<file path="config.mk">
export PLATFORM = sky130hd
export DESIGN_NAME = pmcfg_bank
export DESIGN_NICKNAME = d
export VERILOG_FILES = /design/src/hdl/pmcfg_pkg.sv /design/src/hdl/pmcfg_port.sv /design/src/hdl/pmcfg_bank.sv
export SDC_FILE = /design/constraint.sdc
export NUM_CORES = 1
export LEC_CHECK = 0
export ABC_AREA = 1
export BUFFER_PORTS_ARGS = -buffer_cell sky130_fd_sc_hd__buf_4
export CAP_MARGIN = 20
export CORE_MARGIN = 10
export CORE_UTILIZATION = 55
export DETAILED_ROUTE_END_ITERATION = 6
export PLACE_DENSITY = 0.81
export SETUP_SLACK_MARGIN = 0.02
export SLEW_MARGIN = 20
export SYNTH_ARGS = -nofsm -noshare
export SYNTH_HDL_FRONTEND = slang
export SYNTH_HIERARCHICAL = 1
export SYNTH_SLANG_ARGS = --single-unit
</file>
<file path="constraint.sdc">
create_clock -name sys_clk -period 3.53 [get_ports sys_clk]
set_clock_uncertainty 0.05 [all_clocks]
set_input_delay 0.1765 -clock sys_clk [delete_from_list [all_inputs] [get_ports sys_clk]]
set_output_delay 0.1765 -clock sys_clk [all_outputs]
set_load 0.05 [all_outputs]
</file>
<file path="src/hdl/pmcfg_pkg.sv">
// Purpose: constants and carrier types for the configuration header bank
// Assumes: byte addresses within a 256-byte configuration space, dword access
// Notes: dword offsets are byte addresses of the containing dword, field offsets are byte addresses of the field
package pmcfg_pkg;

  localparam int ADDR_W = 8;
  localparam int DATA_W = 32;
  localparam int BE_W = 4;

  // dword offsets
  localparam logic [7:0] OFF_SUBSYS = 8'h2C;
  localparam logic [7:0] OFF_CAP_PTR = 8'h34;
  localparam logic [7:0] OFF_IRQ = 8'h3C;
  localparam logic [7:0] OFF_PM_CAP = 8'h70;

  // byte offsets of the sub-dword fields
  localparam logic [7:0] OFF_SUBSYS_ID = 8'h2E;
  localparam logic [7:0] OFF_IRQ_PIN = 8'h3D;
  localparam logic [7:0] OFF_MIN_GNT = 8'h3E;
  localparam logic [7:0] OFF_MAX_LAT = 8'h3F;
  localparam logic [7:0] OFF_PM_WORD = 8'h72;
  localparam logic [7:0] OFF_SSV_HI = 8'h2D;
  localparam logic [7:0] OFF_SSID_HI = 8'h2F;
  localparam logic [7:0] OFF_PM_WORD_HI = 8'h73;

  // constant fields
  localparam logic [7:0] CAP_PTR_VAL = 8'h70;
  localparam logic [7:0] CAPABILITY_CODE = 8'h01;
  localparam logic [7:0] NEXT_CAP_PTR = 8'h00;

  // reset values
  localparam logic [15:0] SUBSYS_RST = 16'h0000;
  localparam logic [7:0] BYTE_RST = 8'h00;
  localparam logic [3:0] PIN_RST = 4'h0;
  localparam logic [15:0] PM_WORD_RST = 16'h0000;

  // power capability word layout
  localparam int PMW_WAKE_D0 = 15;
  localparam int PMW_WAKE_D1 = 14;
  localparam int PMW_WAKE_D2 = 13;
  localparam int PMW_WAKE_D3H = 12;
  localparam int PMW_WAKE_D3C = 11;
  localparam int PMW_D2_SUP = 10;
  localparam int PMW_D1_SUP = 9;
  localparam int PMW_INIT_REQ = 5;
  localparam int PMW_AUX_PWR = 4;
  localparam int PMW_CLK_DEP = 3;
  localparam int PMW_VER_HI = 2;
  localparam int PMW_VER_LO = 0;
  // bits 8:6 are reserved and stay zero
  localparam logic [15:0] PM_WORD_MASK = 16'hFE3F;
  localparam logic [3:0] PIN_MASK = 4'hF;

  typedef struct packed {
    logic sel;
    logic wr;
    logic [ADDR_W-1:0] addr;
    logic [BE_W-1:0] be;
    logic [DATA_W-1:0] wdata;
  } pmcfg_req_t;

  typedef struct packed {
    logic ack;
    logic [DATA_W-1:0] rdata;
  } pmcfg_rsp_t;

endpackage

</file>
<file path="src/hdl/pmcfg_port.sv">
// Purpose: registered answer stage for one access port of the bank
// Assumes: request and read word arrive on sys_clk, no crossing needed
// Notes: ack is a one-cycle pulse one edge after a selected request
`timescale 1ns/1ps
module pmcfg_port
(
  input wire logic sys_clk, // device clock
  input wire logic rst_n, // synchronous reset, active low
  input wire logic req_sel, // request present this cycle
  input wire logic [pmcfg_pkg::DATA_W-1:0] rd_word, // decoded read word
  output pmcfg_pkg::pmcfg_rsp_t rsp_r // registered answer
);

  always_ff @(posedge sys_clk)
  begin
    if (!rst_n)
    begin
      rsp_r <= '0;
    end
    else
    begin
      rsp_r.ack <= req_sel;
      if (req_sel)
      begin
        rsp_r.rdata <= rd_word;
      end
    end
  end

endmodule // pmcfg_port

</file>
<file path="src/hdl/pmcfg_bank.sv">
// Purpose: configuration header fields and power capability entry
// Assumes: local core and configuration host share sys_clk (40 MHz)
// Notes: core port may write everything writable; host port is limited
// Overview of operation
// - Capability pointer reads 70h in its low byte, zero above, and ignores writes.
// - Subsystem vendor word at 2Ch is plain read/write storage reset to zero.
// - Subsystem word at 2Eh, bits 31:16, is plain read/write storage reset to zero.
// - Interrupt routing line at 3Ch is plain read/write storage reset to zero.
// - Interrupt pin bits 11:8 are written only by the core, bits 15:12 read zero.
// - Minimum grant hint bits 23:16 are core-writable, host read-only, reset zero.
// - Latency hint bits 31:24 are core-writable, host read-only, reset zero.
// - Capability header low byte always reads 01h and ignores writes.
// - Next-capability byte in bits 15:8 of the header always reads zero.
// - Power capability word at 72h is core-writable, host read-only, bits 8:6 zero.
// - Reset clears every bit of the power capability word.
// - Word layout: wake flags 15:11, D2 10, D1 9, init 5, aux 4, clock 3, version 2:0.
`timescale 1ns/1ps
module pmcfg_bank
(
  input wire logic sys_clk, // device clock, 40 MHz
  input wire logic rst_n, // synchronous reset, active low
  input pmcfg_pkg::pmcfg_req_t core_req, // local core access
  output pmcfg_pkg::pmcfg_rsp_t core_rsp, // local core answer
  input pmcfg_pkg::pmcfg_req_t host_req, // configuration host access
  output pmcfg_pkg::pmcfg_rsp_t host_rsp, // configuration host answer
  output logic [15:0] pm_word_r // power capability word, for status
);

  logic [15:0] ssvid_r;
  logic [15:0] ssid_r;
  logic [7:0] irq_line_r;
  logic [3:0] irq_pin_r;
  logic [7:0] min_gnt_r;
  logic [7:0] max_lat_r;
  logic [15:0] pm_word_nxt;
  logic [pmcfg_pkg::DATA_W-1:0] core_word;
  logic [pmcfg_pkg::DATA_W-1:0] host_word;
  // lane write strobes, core side
  logic core_ssv_lo;
  logic core_ssv_hi;
  logic core_ss_lo;
  logic core_ss_hi;
  logic core_line;
  logic core_pin;
  logic core_gnt;
  logic core_lat;
  logic core_pmw_lo;
  logic core_pmw_hi;
  // lane write strobes, host side, shared fields only
  logic host_ssv_lo;
  logic host_ssv_hi;
  logic host_ss_lo;
  logic host_ss_hi;
  logic host_line;

  // byte-lane merge of new data into a stored byte
  function automatic logic [7:0] merge8(input logic [7:0] old, input logic [7:0] nw,
                                        input logic en);
    merge8 = en ? nw : old;
  endfunction

  // dword match of a byte address
  function automatic logic hit(input logic [7:0] addr, input logic [7:0] off);
    hit = (addr[7:2] == off[7:2]);
  endfunction

  // write strobe for a field held in a given byte lane
  function automatic logic lane_wr(input pmcfg_pkg::pmcfg_req_t rq, input logic [7:0] off,
                                   input logic [7:0] fld);
    lane_wr = rq.sel && rq.wr && hit(rq.addr, off) && rq.be[fld[1:0]];
  endfunction

  // read decode shared by both ports
  function automatic logic [31:0] read_word(input logic [7:0] addr, input logic [15:0] ssv,
                                            input logic [15:0] ss, input logic [7:0] il,
                                            input logic [3:0] ip, input logic [7:0] mg,
                                            input logic [7:0] ml, input logic [15:0] pw);
    read_word = 32'h0000_0000;
    if (hit(addr, pmcfg_pkg::OFF_CAP_PTR))
    begin
      read_word = {24'h00_0000, pmcfg_pkg::CAP_PTR_VAL};
    end
    else if (hit(addr, pmcfg_pkg::OFF_SUBSYS))
    begin
      read_word = {ss, ssv};
    end
    else if (hit(addr, pmcfg_pkg::OFF_IRQ))
    begin
      read_word = {ml, mg, 4'h0, ip, il};
    end
    else if (hit(addr, pmcfg_pkg::OFF_PM_CAP))
    begin
      read_word = {pw & pmcfg_pkg::PM_WORD_MASK, pmcfg_pkg::NEXT_CAP_PTR,
                   pmcfg_pkg::CAPABILITY_CODE};
    end
  endfunction

  // defined fields of the power word only, 8:6 left clear
  function automatic logic [15:0] pm_layout(input logic [15:0] w);
    pm_layout = pmcfg_pkg::PM_WORD_RST;
    pm_layout[pmcfg_pkg::PMW_WAKE_D0:pmcfg_pkg::PMW_WAKE_D3C] =
      w[pmcfg_pkg::PMW_WAKE_D0:pmcfg_pkg::PMW_WAKE_D3C];
    pm_layout[pmcfg_pkg::PMW_D2_SUP] = w[pmcfg_pkg::PMW_D2_SUP];
    pm_layout[pmcfg_pkg::PMW_D1_SUP] = w[pmcfg_pkg::PMW_D1_SUP];
    pm_layout[pmcfg_pkg::PMW_INIT_REQ] = w[pmcfg_pkg::PMW_INIT_REQ];
    pm_layout[pmcfg_pkg::PMW_AUX_PWR] = w[pmcfg_pkg::PMW_AUX_PWR];
    pm_layout[pmcfg_pkg::PMW_CLK_DEP] = w[pmcfg_pkg::PMW_CLK_DEP];
    pm_layout[pmcfg_pkg::PMW_VER_HI:pmcfg_pkg::PMW_VER_LO] =
      w[pmcfg_pkg::PMW_VER_HI:pmcfg_pkg::PMW_VER_LO];
  endfunction

  always_comb
  begin
    core_ssv_lo = lane_wr(core_req, pmcfg_pkg::OFF_SUBSYS, pmcfg_pkg::OFF_SUBSYS);
    core_ssv_hi = lane_wr(core_req, pmcfg_pkg::OFF_SUBSYS, pmcfg_pkg::OFF_SSV_HI);
    core_ss_lo = lane_wr(core_req, pmcfg_pkg::OFF_SUBSYS, pmcfg_pkg::OFF_SUBSYS_ID);
    core_ss_hi = lane_wr(core_req, pmcfg_pkg::OFF_SUBSYS, pmcfg_pkg::OFF_SSID_HI);
    core_line = lane_wr(core_req, pmcfg_pkg::OFF_IRQ, pmcfg_pkg::OFF_IRQ);
    core_pin = lane_wr(core_req, pmcfg_pkg::OFF_IRQ, pmcfg_pkg::OFF_IRQ_PIN);
    core_gnt = lane_wr(core_req, pmcfg_pkg::OFF_IRQ, pmcfg_pkg::OFF_MIN_GNT);
    core_lat = lane_wr(core_req, pmcfg_pkg::OFF_IRQ, pmcfg_pkg::OFF_MAX_LAT);
    core_pmw_lo = lane_wr(core_req, pmcfg_pkg::OFF_PM_CAP, pmcfg_pkg::OFF_PM_WORD);
    core_pmw_hi = lane_wr(core_req, pmcfg_pkg::OFF_PM_CAP, pmcfg_pkg::OFF_PM_WORD_HI);
  end

  // host strobes only for host-writable fields
  always_comb
  begin
    host_ssv_lo = lane_wr(host_req, pmcfg_pkg::OFF_SUBSYS, pmcfg_pkg::OFF_SUBSYS);
    host_ssv_hi = lane_wr(host_req, pmcfg_pkg::OFF_SUBSYS, pmcfg_pkg::OFF_SSV_HI);
    host_ss_lo = lane_wr(host_req, pmcfg_pkg::OFF_SUBSYS, pmcfg_pkg::OFF_SUBSYS_ID);
    host_ss_hi = lane_wr(host_req, pmcfg_pkg::OFF_SUBSYS, pmcfg_pkg::OFF_SSID_HI);
    host_line = lane_wr(host_req, pmcfg_pkg::OFF_IRQ, pmcfg_pkg::OFF_IRQ);
  end

  // vendor word, writable from both ports, core wins a tie
  always_ff @(posedge sys_clk)
  begin
    if (!rst_n)
    begin
      ssvid_r <= pmcfg_pkg::SUBSYS_RST;
    end
    else
    begin
      if (core_ssv_lo)
      begin
        ssvid_r[7:0] <= core_req.wdata[7:0];
      end
      else if (host_ssv_lo)
      begin
        ssvid_r[7:0] <= host_req.wdata[7:0];
      end
      if (core_ssv_hi)
      begin
        ssvid_r[15:8] <= core_req.wdata[15:8];
      end
      else if (host_ssv_hi)
      begin
        ssvid_r[15:8] <= host_req.wdata[15:8];
      end
    end
  end

  // subsystem word in the upper half
  always_ff @(posedge sys_clk)
  begin
    if (!rst_n)
    begin
      ssid_r <= pmcfg_pkg::SUBSYS_RST;
    end
    else
    begin
      if (core_ss_lo)
      begin
        ssid_r[7:0] <= core_req.wdata[23:16];
      end
      else if (host_ss_lo)
      begin
        ssid_r[7:0] <= host_req.wdata[23:16];
      end
      if (core_ss_hi)
      begin
        ssid_r[15:8] <= core_req.wdata[31:24];
      end
      else if (host_ss_hi)
      begin
        ssid_r[15:8] <= host_req.wdata[31:24];
      end
    end
  end

  // routing line, writable from both ports
  always_ff @(posedge sys_clk)
  begin
    if (!rst_n)
    begin
      irq_line_r <= pmcfg_pkg::BYTE_RST;
    end
    else if (core_line)
    begin
      irq_line_r <= core_req.wdata[7:0];
    end
    else if (host_line)
    begin
      irq_line_r <= host_req.wdata[7:0];
    end
  end

  always_ff @(posedge sys_clk)
  begin
    if (!rst_n)
    begin
      irq_pin_r <= pmcfg_pkg::PIN_RST;
    end
    else if (core_pin)
    begin
      irq_pin_r <= core_req.wdata[11:8] & pmcfg_pkg::PIN_MASK;
    end
  end

  always_ff @(posedge sys_clk)
  begin
    if (!rst_n)
    begin
      min_gnt_r <= pmcfg_pkg::BYTE_RST;
    end
    else
    begin
      min_gnt_r <= merge8(min_gnt_r, core_req.wdata[23:16], core_gnt);
    end
  end

  always_ff @(posedge sys_clk)
  begin
    if (!rst_n)
    begin
      max_lat_r <= pmcfg_pkg::BYTE_RST;
    end
    else
    begin
      max_lat_r <= merge8(max_lat_r, core_req.wdata[31:24], core_lat);
    end
  end

  always_comb
  begin
    pm_word_nxt = pm_word_r;
    if (core_pmw_lo)
    begin
      pm_word_nxt[7:0] = core_req.wdata[23:16];
    end
    if (core_pmw_hi)
    begin
      pm_word_nxt[15:8] = core_req.wdata[31:24];
    end
    pm_word_nxt = pm_layout(pm_word_nxt);
  end

  always_ff @(posedge sys_clk)
  begin
    if (!rst_n)
    begin
      pm_word_r <= pmcfg_pkg::PM_WORD_RST;
    end
    else
    begin
      pm_word_r <= pm_word_nxt;
    end
  end

  always_comb
  begin
    core_word = read_word(core_req.addr, ssvid_r, ssid_r, irq_line_r, irq_pin_r,
                          min_gnt_r, max_lat_r, pm_word_r);
  end

  always_comb
  begin
    host_word = read_word(host_req.addr, ssvid_r, ssid_r, irq_line_r, irq_pin_r,
                          min_gnt_r, max_lat_r, pm_word_r);
  end

  pmcfg_port u_core_port
  (
    .sys_clk(sys_clk),
    .rst_n(rst_n),
    .req_sel(core_req.sel),
    .rd_word(core_word),
    .rsp_r(core_rsp)
  );

  // host writes acknowledged like any access
  pmcfg_port u_host_port
  (
    .sys_clk(sys_clk),
    .rst_n(rst_n),
    .req_sel(host_req.sel),
    .rd_word(host_word),
    .rsp_r(host_rsp)
  );

endmodule // pmcfg_bank

</file>
# After elaboration in Yosys (flattened, before gate mapping)
# Index checks and enable logic that the tools add are counted.
# classes
eq_ne,8
mux,18
n_reduce_logical,27
# op_table
operator,n
2-to-1 mux 32 bit,8
2-to-1 mux 8 bit,10
"equality test 6 x 4 -> 1 bit, second input constant",6
logical AND 1 bit,22
"equality test 6 x 5 -> 1 bit, second input constant",2
nonzero test 2 bit,5
# totals
reg_bits,142
inputBits,94
output_inout_bits,82

# Logic depth before layout (Yosys ltp)
# Gate-level depths: netlist (run 1).
# depth
word_depth,5
ltp_mapped,12

# By module
# Netlist (run 1), hierarchy kept.
# modules_own_cells
module,instances,cells_per_inst,area_per_inst_um2,seq_area_each_um2
pmcfg_bank,1,709,4479.3,1461.4
pmcfg_port,2,206,1361.3,660.6

# Worst setup path after synthesis (run 1)
# No wires, ideal clock.
# synth_path
kind,input-to-reg
start,input port core_req[41] (netlist bit)
end,register u_core_port/rsp_r[28] (netlist bit)
arrival_ps,1204
slack_ps,2161
stages,12
path_cell_list,nand2_1 -> inv_1 -> nand3_2 -> buf_6 -> clkbuf_1 -> o21ai_0 -> o21ai_0 -> o21ai_0 -> inv_1 -> nand2_1 -> nand2_1 -> nor2_1
# synth_between
elab_chain_cells,5
elab_cells_between_ends,8
cone_classes,4 x eq/ne; 4 x mux
# synth_rtl
item,line,rtl
from (decl),pmcfg_bank.sv:22,"input pmcfg_pkg::pmcfg_req_t core_req,"
equality test 6 x 5 -> 1 bit,pmcfg_bank.sv:64,hit = (addr[7:2] == off[7:2]);
2-to-1 mux 32 bit,pmcfg_bank.sv:91,"else if (hit(addr, pmcfg_pkg::OFF_PM_CAP))"
2-to-1 mux 32 bit,pmcfg_bank.sv:87,"else if (hit(addr, pmcfg_pkg::OFF_IRQ))"
2-to-1 mux 32 bit,pmcfg_bank.sv:83,"else if (hit(addr, pmcfg_pkg::OFF_SUBSYS))"
2-to-1 mux 32 bit (*),pmcfg_bank.sv:79,"if (hit(addr, pmcfg_pkg::OFF_CAP_PTR))"
via core_word (one bit),pmcfg_bank.sv:36,logic [pmcfg_pkg::DATA_W-1:0] core_word;
to (decl),pmcfg_port.sv:11,output pmcfg_pkg::pmcfg_rsp_t rsp_r
# The timed path passes the listed nets; every way through them passes the cells marked *.
# A chain may end at the register's enable or synchronous reset.

# Worst setup path in the final report (run 1)
# layout_path
start,input port core_req[41] (netlist bit)
end,register u_core_port/rsp_r[21] (netlist bit)
# The elaborated chain is that of the path after synthesis.

==> impl_metrics.toml, run 1 <==
[global_routing]
grt_pass1_vias = 7438
grt_pass1_wl_mm = 37.01
track_usage_pct = 25.34
gr-total-overflow = 0
antenna_found_initial = 0
grt_max_degree = 76

[setup_path]
arrival_ns = 2.24
startpoint_type = "input port"
rr_worst_depth = 8
endpoint_kind = "flip-flop"
worstPathRequired_ns = 3.85
worstPathBufferInverterCount = 3
worstPathMaxFanout = 14
crit_slowest_cell = "nand4_1"
cpPeakStageDelay_ns = 0.60
crit_type = "input port to flip-flop"
worstPathCellList = "buf_4 > nand2_1 > inv_1 > nand4_1 > o21ai_0 > o21ai_0 > o21ai_0 > inv_1 > nand2_1 > nand2_1 > nor2_1"
path_depth = 11
crit_family = "simple AND/OR/NAND/NOR gates"
r2r_slack_ns = 2.06

[power_and_ir_drop]
leakagePower_nw = 4.167
finalPower_mw = 3.803
pwr_density_cell_nw_per_um2 = 420.5
ir_worst_vdd_mv = 0.3015

[sta]
hold_slack_ns = 0.005207
hold_viol = 0
fin_crit_sh_pct = 54.50
rsz0062_at_grt = "false"
max_freq_mhz = 519.8
max_slew_margin_pct = 26.50
finalSetupViolations = 0
drv_slew = 0
tightestPinTransition_ns = 1.100
tns_ns = 0
layout_min_cycle_time_ns = 1.924
setup_ws_ns = 1.606

[outcome]
status = "completed"

[finish]
final_area_um2 = 9045
area_growth_pct = 25.59
fin_cells = 1454
fin_util_pct = 71.10
layout-drive-gt1-share_pct = 17.25
final_nets = 1362

[clocking]
clk_pin_slew_ns = 0.06
post_cts_resized = 0
cts_tree = "built"
cts_root_buffer = "clkbuf_16"
postCtsHoldBufs = 15
post_cts_buffers = 0
clkSinkCount = 139
htree_num_levels = 4
worstSkewPairLatency_ns = 0.43
cts_buffers = 17
clockBufferDepth = 2

[placement]
dp_slack_ns = 1.295
gp_congestion = 0.8943
dp.cells = 1406
dp_hpwl_mm = 16.10
portBuffers = 168
post_dp_cell_area_um2 = 8338

[floorplan]
row_count = 41
initial_core_util_pct = 56.61
io-pin-count = 176
coreArea_um2 = 12720
die_height_um = 134.4
dieArea_um2 = 18070
die_x_um = 134.4

[yosys]
async_flop_share_pct = 0
synthTopCellsByArea = "dfxtp_1 (39%), nand2_1 (12%), inv_1 (10%)"
synth_area_leader_cell = "dfxtp_1"
synth.most_common_cell = "nand2_1"
netlist_top_cells_count = "nand2_1 (222), inv_1 (201), nor2_1 (166)"
netlist_instances = 1121
synthFlopType = "dfxtp_1"
synth-seq-cells = 139
synth_edf_count = 0
avgSynthCellArea_um2 = 6.425
seq_area_frac_synth_pct = 38.64
ys_types = 27
yosysWarningCount = 6
synth_top_cell_area_share_pct = 38.64
synth_area_um2 = 7202

[route]
post_drt_wl_per_cell_um = 15.78
ant_nets = 0
avgViaCountPerCell = 5.274
wirelength_mm = 22.94
drt_iter0_markers = 756
drc_errors = 0
firstDrtPassIters = 6
num_vias = 7668

[flow_run]
drv_cap = 0

[hold_path]
hold_depth = 3
worstHoldPathType = "input port to flip-flop"
state kept, by name, summed over array words and instances (netlist names):
name               count
min_gnt_r              8
irq_line_r             8
max_lat_r              8
irq_pin_r              4
u_host_port/rsp_r     33
pm_word_r             13
ssid_r                16
ssvid_r               16
u_core_port/rsp_r     33
logic make-up (layout without fill, tap and decap cells):
group | Yosys count | count (layout) | share of synthesized area, %
other | 1 | 4 | 0.05207
AND/OR/NAND/NOR | 508 | 508 | 30.09
buffers and inverters | 268 | 426 | 16.30
flip-flops | 139 | 139 | 38.64
AO/OA/AOI/OAI | 205 | 205 | 14.92
worst min-delay path: cells and delay by family:
family          cells  cell delay, ns
compound gates      2            0.17
buf+inv             1            0.09
layout make-up:
class / instances / area [um^2]
sequential: 139 / 2783
multi-input combinational: 716 / 3253
tap: 172 / 215.2
clock buffer: 26 / 519.2
fill: 1134 / 3677
timing repair buffer: 192 / 1479
clock inverter: 6 / 35.03
inverter: 202 / 758.2
antenna: 1 / 2.502
layout by cell type, fill, tap and decap left out:
| cell type | netlist | layout |
|---|---|---|
| clkbuf_8 | 0 | 6 |
| nand2_1 | 222 | 222 |
| o21ai_1 | 1 | 1 |
| nand4_1 | 22 | 22 |
| dlygate4sd3_1 | 0 | 15 |
| o221ai_1 | 2 | 2 |
| buf_4 | 6 | 177 |
| nor2_1 | 166 | 166 |
| diode_2 | 0 | 1 |
| nand3_1 | 75 | 75 |
| nor3b_1 | 1 | 1 |
| clkbuf_16 | 0 | 17 |
| nand2_4 | 1 | 1 |
| nand2_2 | 1 | 1 |
| o211ai_1 | 4 | 4 |
| inv_1 | 201 | 201 |
| nor2_4 | 4 | 4 |
| nor4_2 | 1 | 1 |
| clkbuf_1 | 24 | 3 |
| a21oi_1 | 81 | 81 |
| o22ai_1 | 22 | 22 |
| clkinv_1 | 1 | 1 |
| o21ai_0 | 94 | 94 |
| nand3b_1 | 8 | 8 |
| o21ai_2 | 1 | 1 |
| nand3_2 | 3 | 3 |
| conb_1 | 1 | 3 |
| clkinvlp_4 | 0 | 2 |
| nor2_2 | 4 | 4 |
| clkinv_2 | 0 | 4 |
| dfxtp_1 | 139 | 139 |
routing by layer:
layer  track usage, %  share of wire (%)  vias to the layer above
met5                0                  0                        -
met2            42.00                 47                      349
met4            12.82                3.7                        0
met3            7.655                 10                       55
met1            28.89                 39                     3467
li1                 -                  -                     3797
power by group:
| group | total [mW] | internal (mW) | switching (mW) |
|---|---|---|---|
| combinational | 0.514 | 0.178 | 0.336 |
| clock | 1.66 | 1.00 | 0.655 |
| sequential | 1.63 | 1.61 | 0.0206 |
| total | 3.80 | 2.79 | 1.01 |
path summary, 6_finish.rpt:
| check | start | end |
|---|---|---|
| worst max-delay path | core_req[41] | u_core_port/rsp_r[21] |
| worst min-delay path | core_req[24] | max_lat_r[0] |
| worst max register to register | pm_word_r[5] | u_core_port/rsp_r[21] |
| worst min register to register | max_lat_r[1] | max_lat_r[1] |
(Power assumes the default switching activity.)
==> run 2: changes to the inputs <==
--- a/config.mk
+++ b/config.mk
@@ -9,9 +9,9 @@
 export BUFFER_PORTS_ARGS = -buffer_cell sky130_fd_sc_hd__buf_4
 export CAP_MARGIN = 20
 export CORE_MARGIN = 10
-export CORE_UTILIZATION = 55
+export CORE_UTILIZATION = 49
 export DETAILED_ROUTE_END_ITERATION = 6
-export PLACE_DENSITY = 0.81
+export PLACE_DENSITY = 0.76
 export SETUP_SLACK_MARGIN = 0.02
 export SLEW_MARGIN = 20
 export SYNTH_ARGS = -nofsm -noshare
==> constraint.sdc (replaced) <==
create_clock -name sys_clk -period 1.7 [get_ports sys_clk]
set_clock_uncertainty 0.05 [all_clocks]
set_input_delay 0.085 -clock sys_clk [delete_from_list [all_inputs] [get_ports sys_clk]]
set_output_delay 0.085 -clock sys_clk [all_outputs]
set_load 0.05 [all_outputs]
==> run 2 against run 1 <==
Global-route usage fell by 1.3 points. Final area increased by 10%. Die area grew 10%. Hold slack got worse by 0.0012 ns. Combinational power increased by 130%. Highest routed layer unchanged.
==> impl_metrics.toml, run 2 (same netlist as run 1, synthesis figures left out) <==
[finish]
final_nets = 1432
multi_input_area_um2 = 3276
area_growth_pct = 38.26
fillers = 1248
reg_top3 = "u_core_port/rsp_r x33, u_host_port/rsp_r x33"
layout-drive-gt1-share_pct = 18.58
mostFrequentLayoutCells = "nand2_1 (221), inv_1 (201), buf_4 (194)"
seq_area_um2 = 2783
layout_commonest_cell = "nand2_1"
fin_util_pct = 68.77
final_area_um2 = 9957

[power_and_ir_drop]
pwr-share-comb_pct = 13.0
ir_worst_vdd_mv = 0.5936
clkPwrFrac_pct = 49.6
finalPower_mw = 9.053
p_int_mw = 6.722
p_switching_mw = 2.331
power_frac_seq_pct = 37.4
p_sw_share_pct = 25.75
pwr_density_cell_nw_per_um2 = 909.3
leakagePower_nw = 4.582

[global_routing]
grt_pass1_wl_mm = 38.57
gr-total-overflow = 0
grt_pass1_vias = 7428
track_usage_pct = 24.06
antenna_found_initial = 1
grt_max_degree = 66

[floorplan]
dieArea_um2 = 19950
die_x_um = 141.2
io-pin-count = 176
die_height_um = 141.2
initial_core_util_pct = 49.74
coreArea_um2 = 14480
row_count = 44

[setup_path]
endpoint_kind = "flip-flop"
worstPathCellList = "buf_4 > inv_1 > nand2_2 > nor2_4 > nand2_1 > buf_4 > nor2_2 > buf_6 > nand3_1 > nand3_1 > nand2_1 > dlygate4sd3_1 > inv_1"
crit_slowest_cell = "dlygate4sd3_1"
worstPathRequired_ns = 2.03
startpoint_type = "input port"
crit_family = "buffers and inverters"
crit_type = "input port to flip-flop"
arrival_ns = 1.88
worstPathMaxFanout = 8
cpPeakStageDelay_ns = 0.55
worstPathBufferInverterCount = 6

[sta]
layout_min_cycle_time_ns = 1.549
hold_viol = 0
drv_slew = 0
finalSetupViolations = 0
tns_ns = 0
max_freq_mhz = 645.5
rsz0062_at_grt = "false"
max_slew_margin_pct = 54.98
fin_crit_sh_pct = 91.13
tightestPinTransition_ns = 0.6753

[clocking]
clkSinkCount = 139
clockBufferDepth = 2
cts_root_buffer = "clkbuf_16"
cts_tree = "built"
cts_buffers = 17
clk_pin_slew_ns = 0.06
worstSkewPairLatency_ns = 0.43
htree_num_levels = 4

[route]
avgViaCountPerCell = 5.120
post_drt_wl_per_cell_um = 16.30
firstDrtPassIters = 6
drt_iter0_markers = 745
num_vias = 7865
ant_nets = 0
drc_errors = 0
wirelength_mm = 25.04

[flow_run]
drv_cap = 0

[placement]
post_dp_cell_area_um2 = 8601
dp_hpwl_mm = 16.87
portBuffers = 168
gp_congestion = 0.9100

[outcome]
status = "completed"

[hold_path]
worstHoldPathType = "input port to flip-flop"
-- run 2: cell types whose count changed in the layout (fill, tap and decap cells not counted), sizes merged --
cell,change
clkbuf,-9
inv,+5
clkinv,-2
clkinvlp,-1
buf,+24
dlygate4sd3,+46
bufinv,+7
-- run 2: worst paths after layout --
path                                   start            end  slack (ns)  depth (start not counted)
worst max-delay path            core_req[40]    ssvid_r[11]        0.15                         13
worst min register to register  min_gnt_r[0]   min_gnt_r[0]        0.41                          2
worst max register to register    ssvid_r[5]     ssvid_r[5]        0.34                          5
worst min-delay path             host_req[3]  irq_line_r[3]       0.004                          5
-- run 2: cell type report --
type / instances / area share, %
clock inverters: 15 / 2.852
flip-flops and latches: 139 / 27.95
inverters: 202 / 7.615
well taps: 184 / 2.312
clock buffers: 17 / 4.272
repair buffers: 262 / 22.08
multi-input cells: 716 / 32.90
diodes: 1 / 0.02513
-- run 2: tightest hold or removal path, cell delays in order --
cell	delay (ns)
buf_4	0.11
inv_1	0.06
o21ai_0	0.08
nand2_1	0.06
a21oi_1	0.05
-- run 2: metrics by stage --
step / hold slack, ns / worst slack, ns / instances
after floorplan: 0.1971 / 0.3715 / 1123
after global placement: 0.3151 / 0.1694 / 1441
after detailed placement: 0.3188 / 0.1011 / 1441
after CTS: 0.001090 / 0.06276 / 1534
after global routing: 0.008905 / 0.01295 / 1536
final: 0.003964 / 0.1508 / 1536
-- run 2: routing by layer --
metal / vias to the layer above / global-route usage, % / wire [um]
li1: 3935 / - / -
met1: 3509 / 28.62 / 9911
met2: 363 / 39.54 / 12050
met3: 58 / 6.449 / 2199
met4: 0 / 10.92 / 871
met5: - / 0 / 0
-- run 2: power by group through the flow --
stage	sequential [mW]	combinational, mW	clock, mW
4_1_cts	3.38	1.17	4.50
5_1_grt	3.39	1.26	4.65
2_1_floorplan	3.72	0.384	0
3_5_place_dp	3.45	1.05	0
3_3_place_gp	3.45	1.04	0
6_report	3.38	1.18	4.49
-- run 2: what timing repair did --
action / 4_1_cts / 5_1_grt
endpoints found under the setup margin: 0 / 8
buffers inserted: 0 / 1
hold buffers: 61 / 0
resized for setup: 0 / 6
endpoints found under the hold margin: 69 / 0
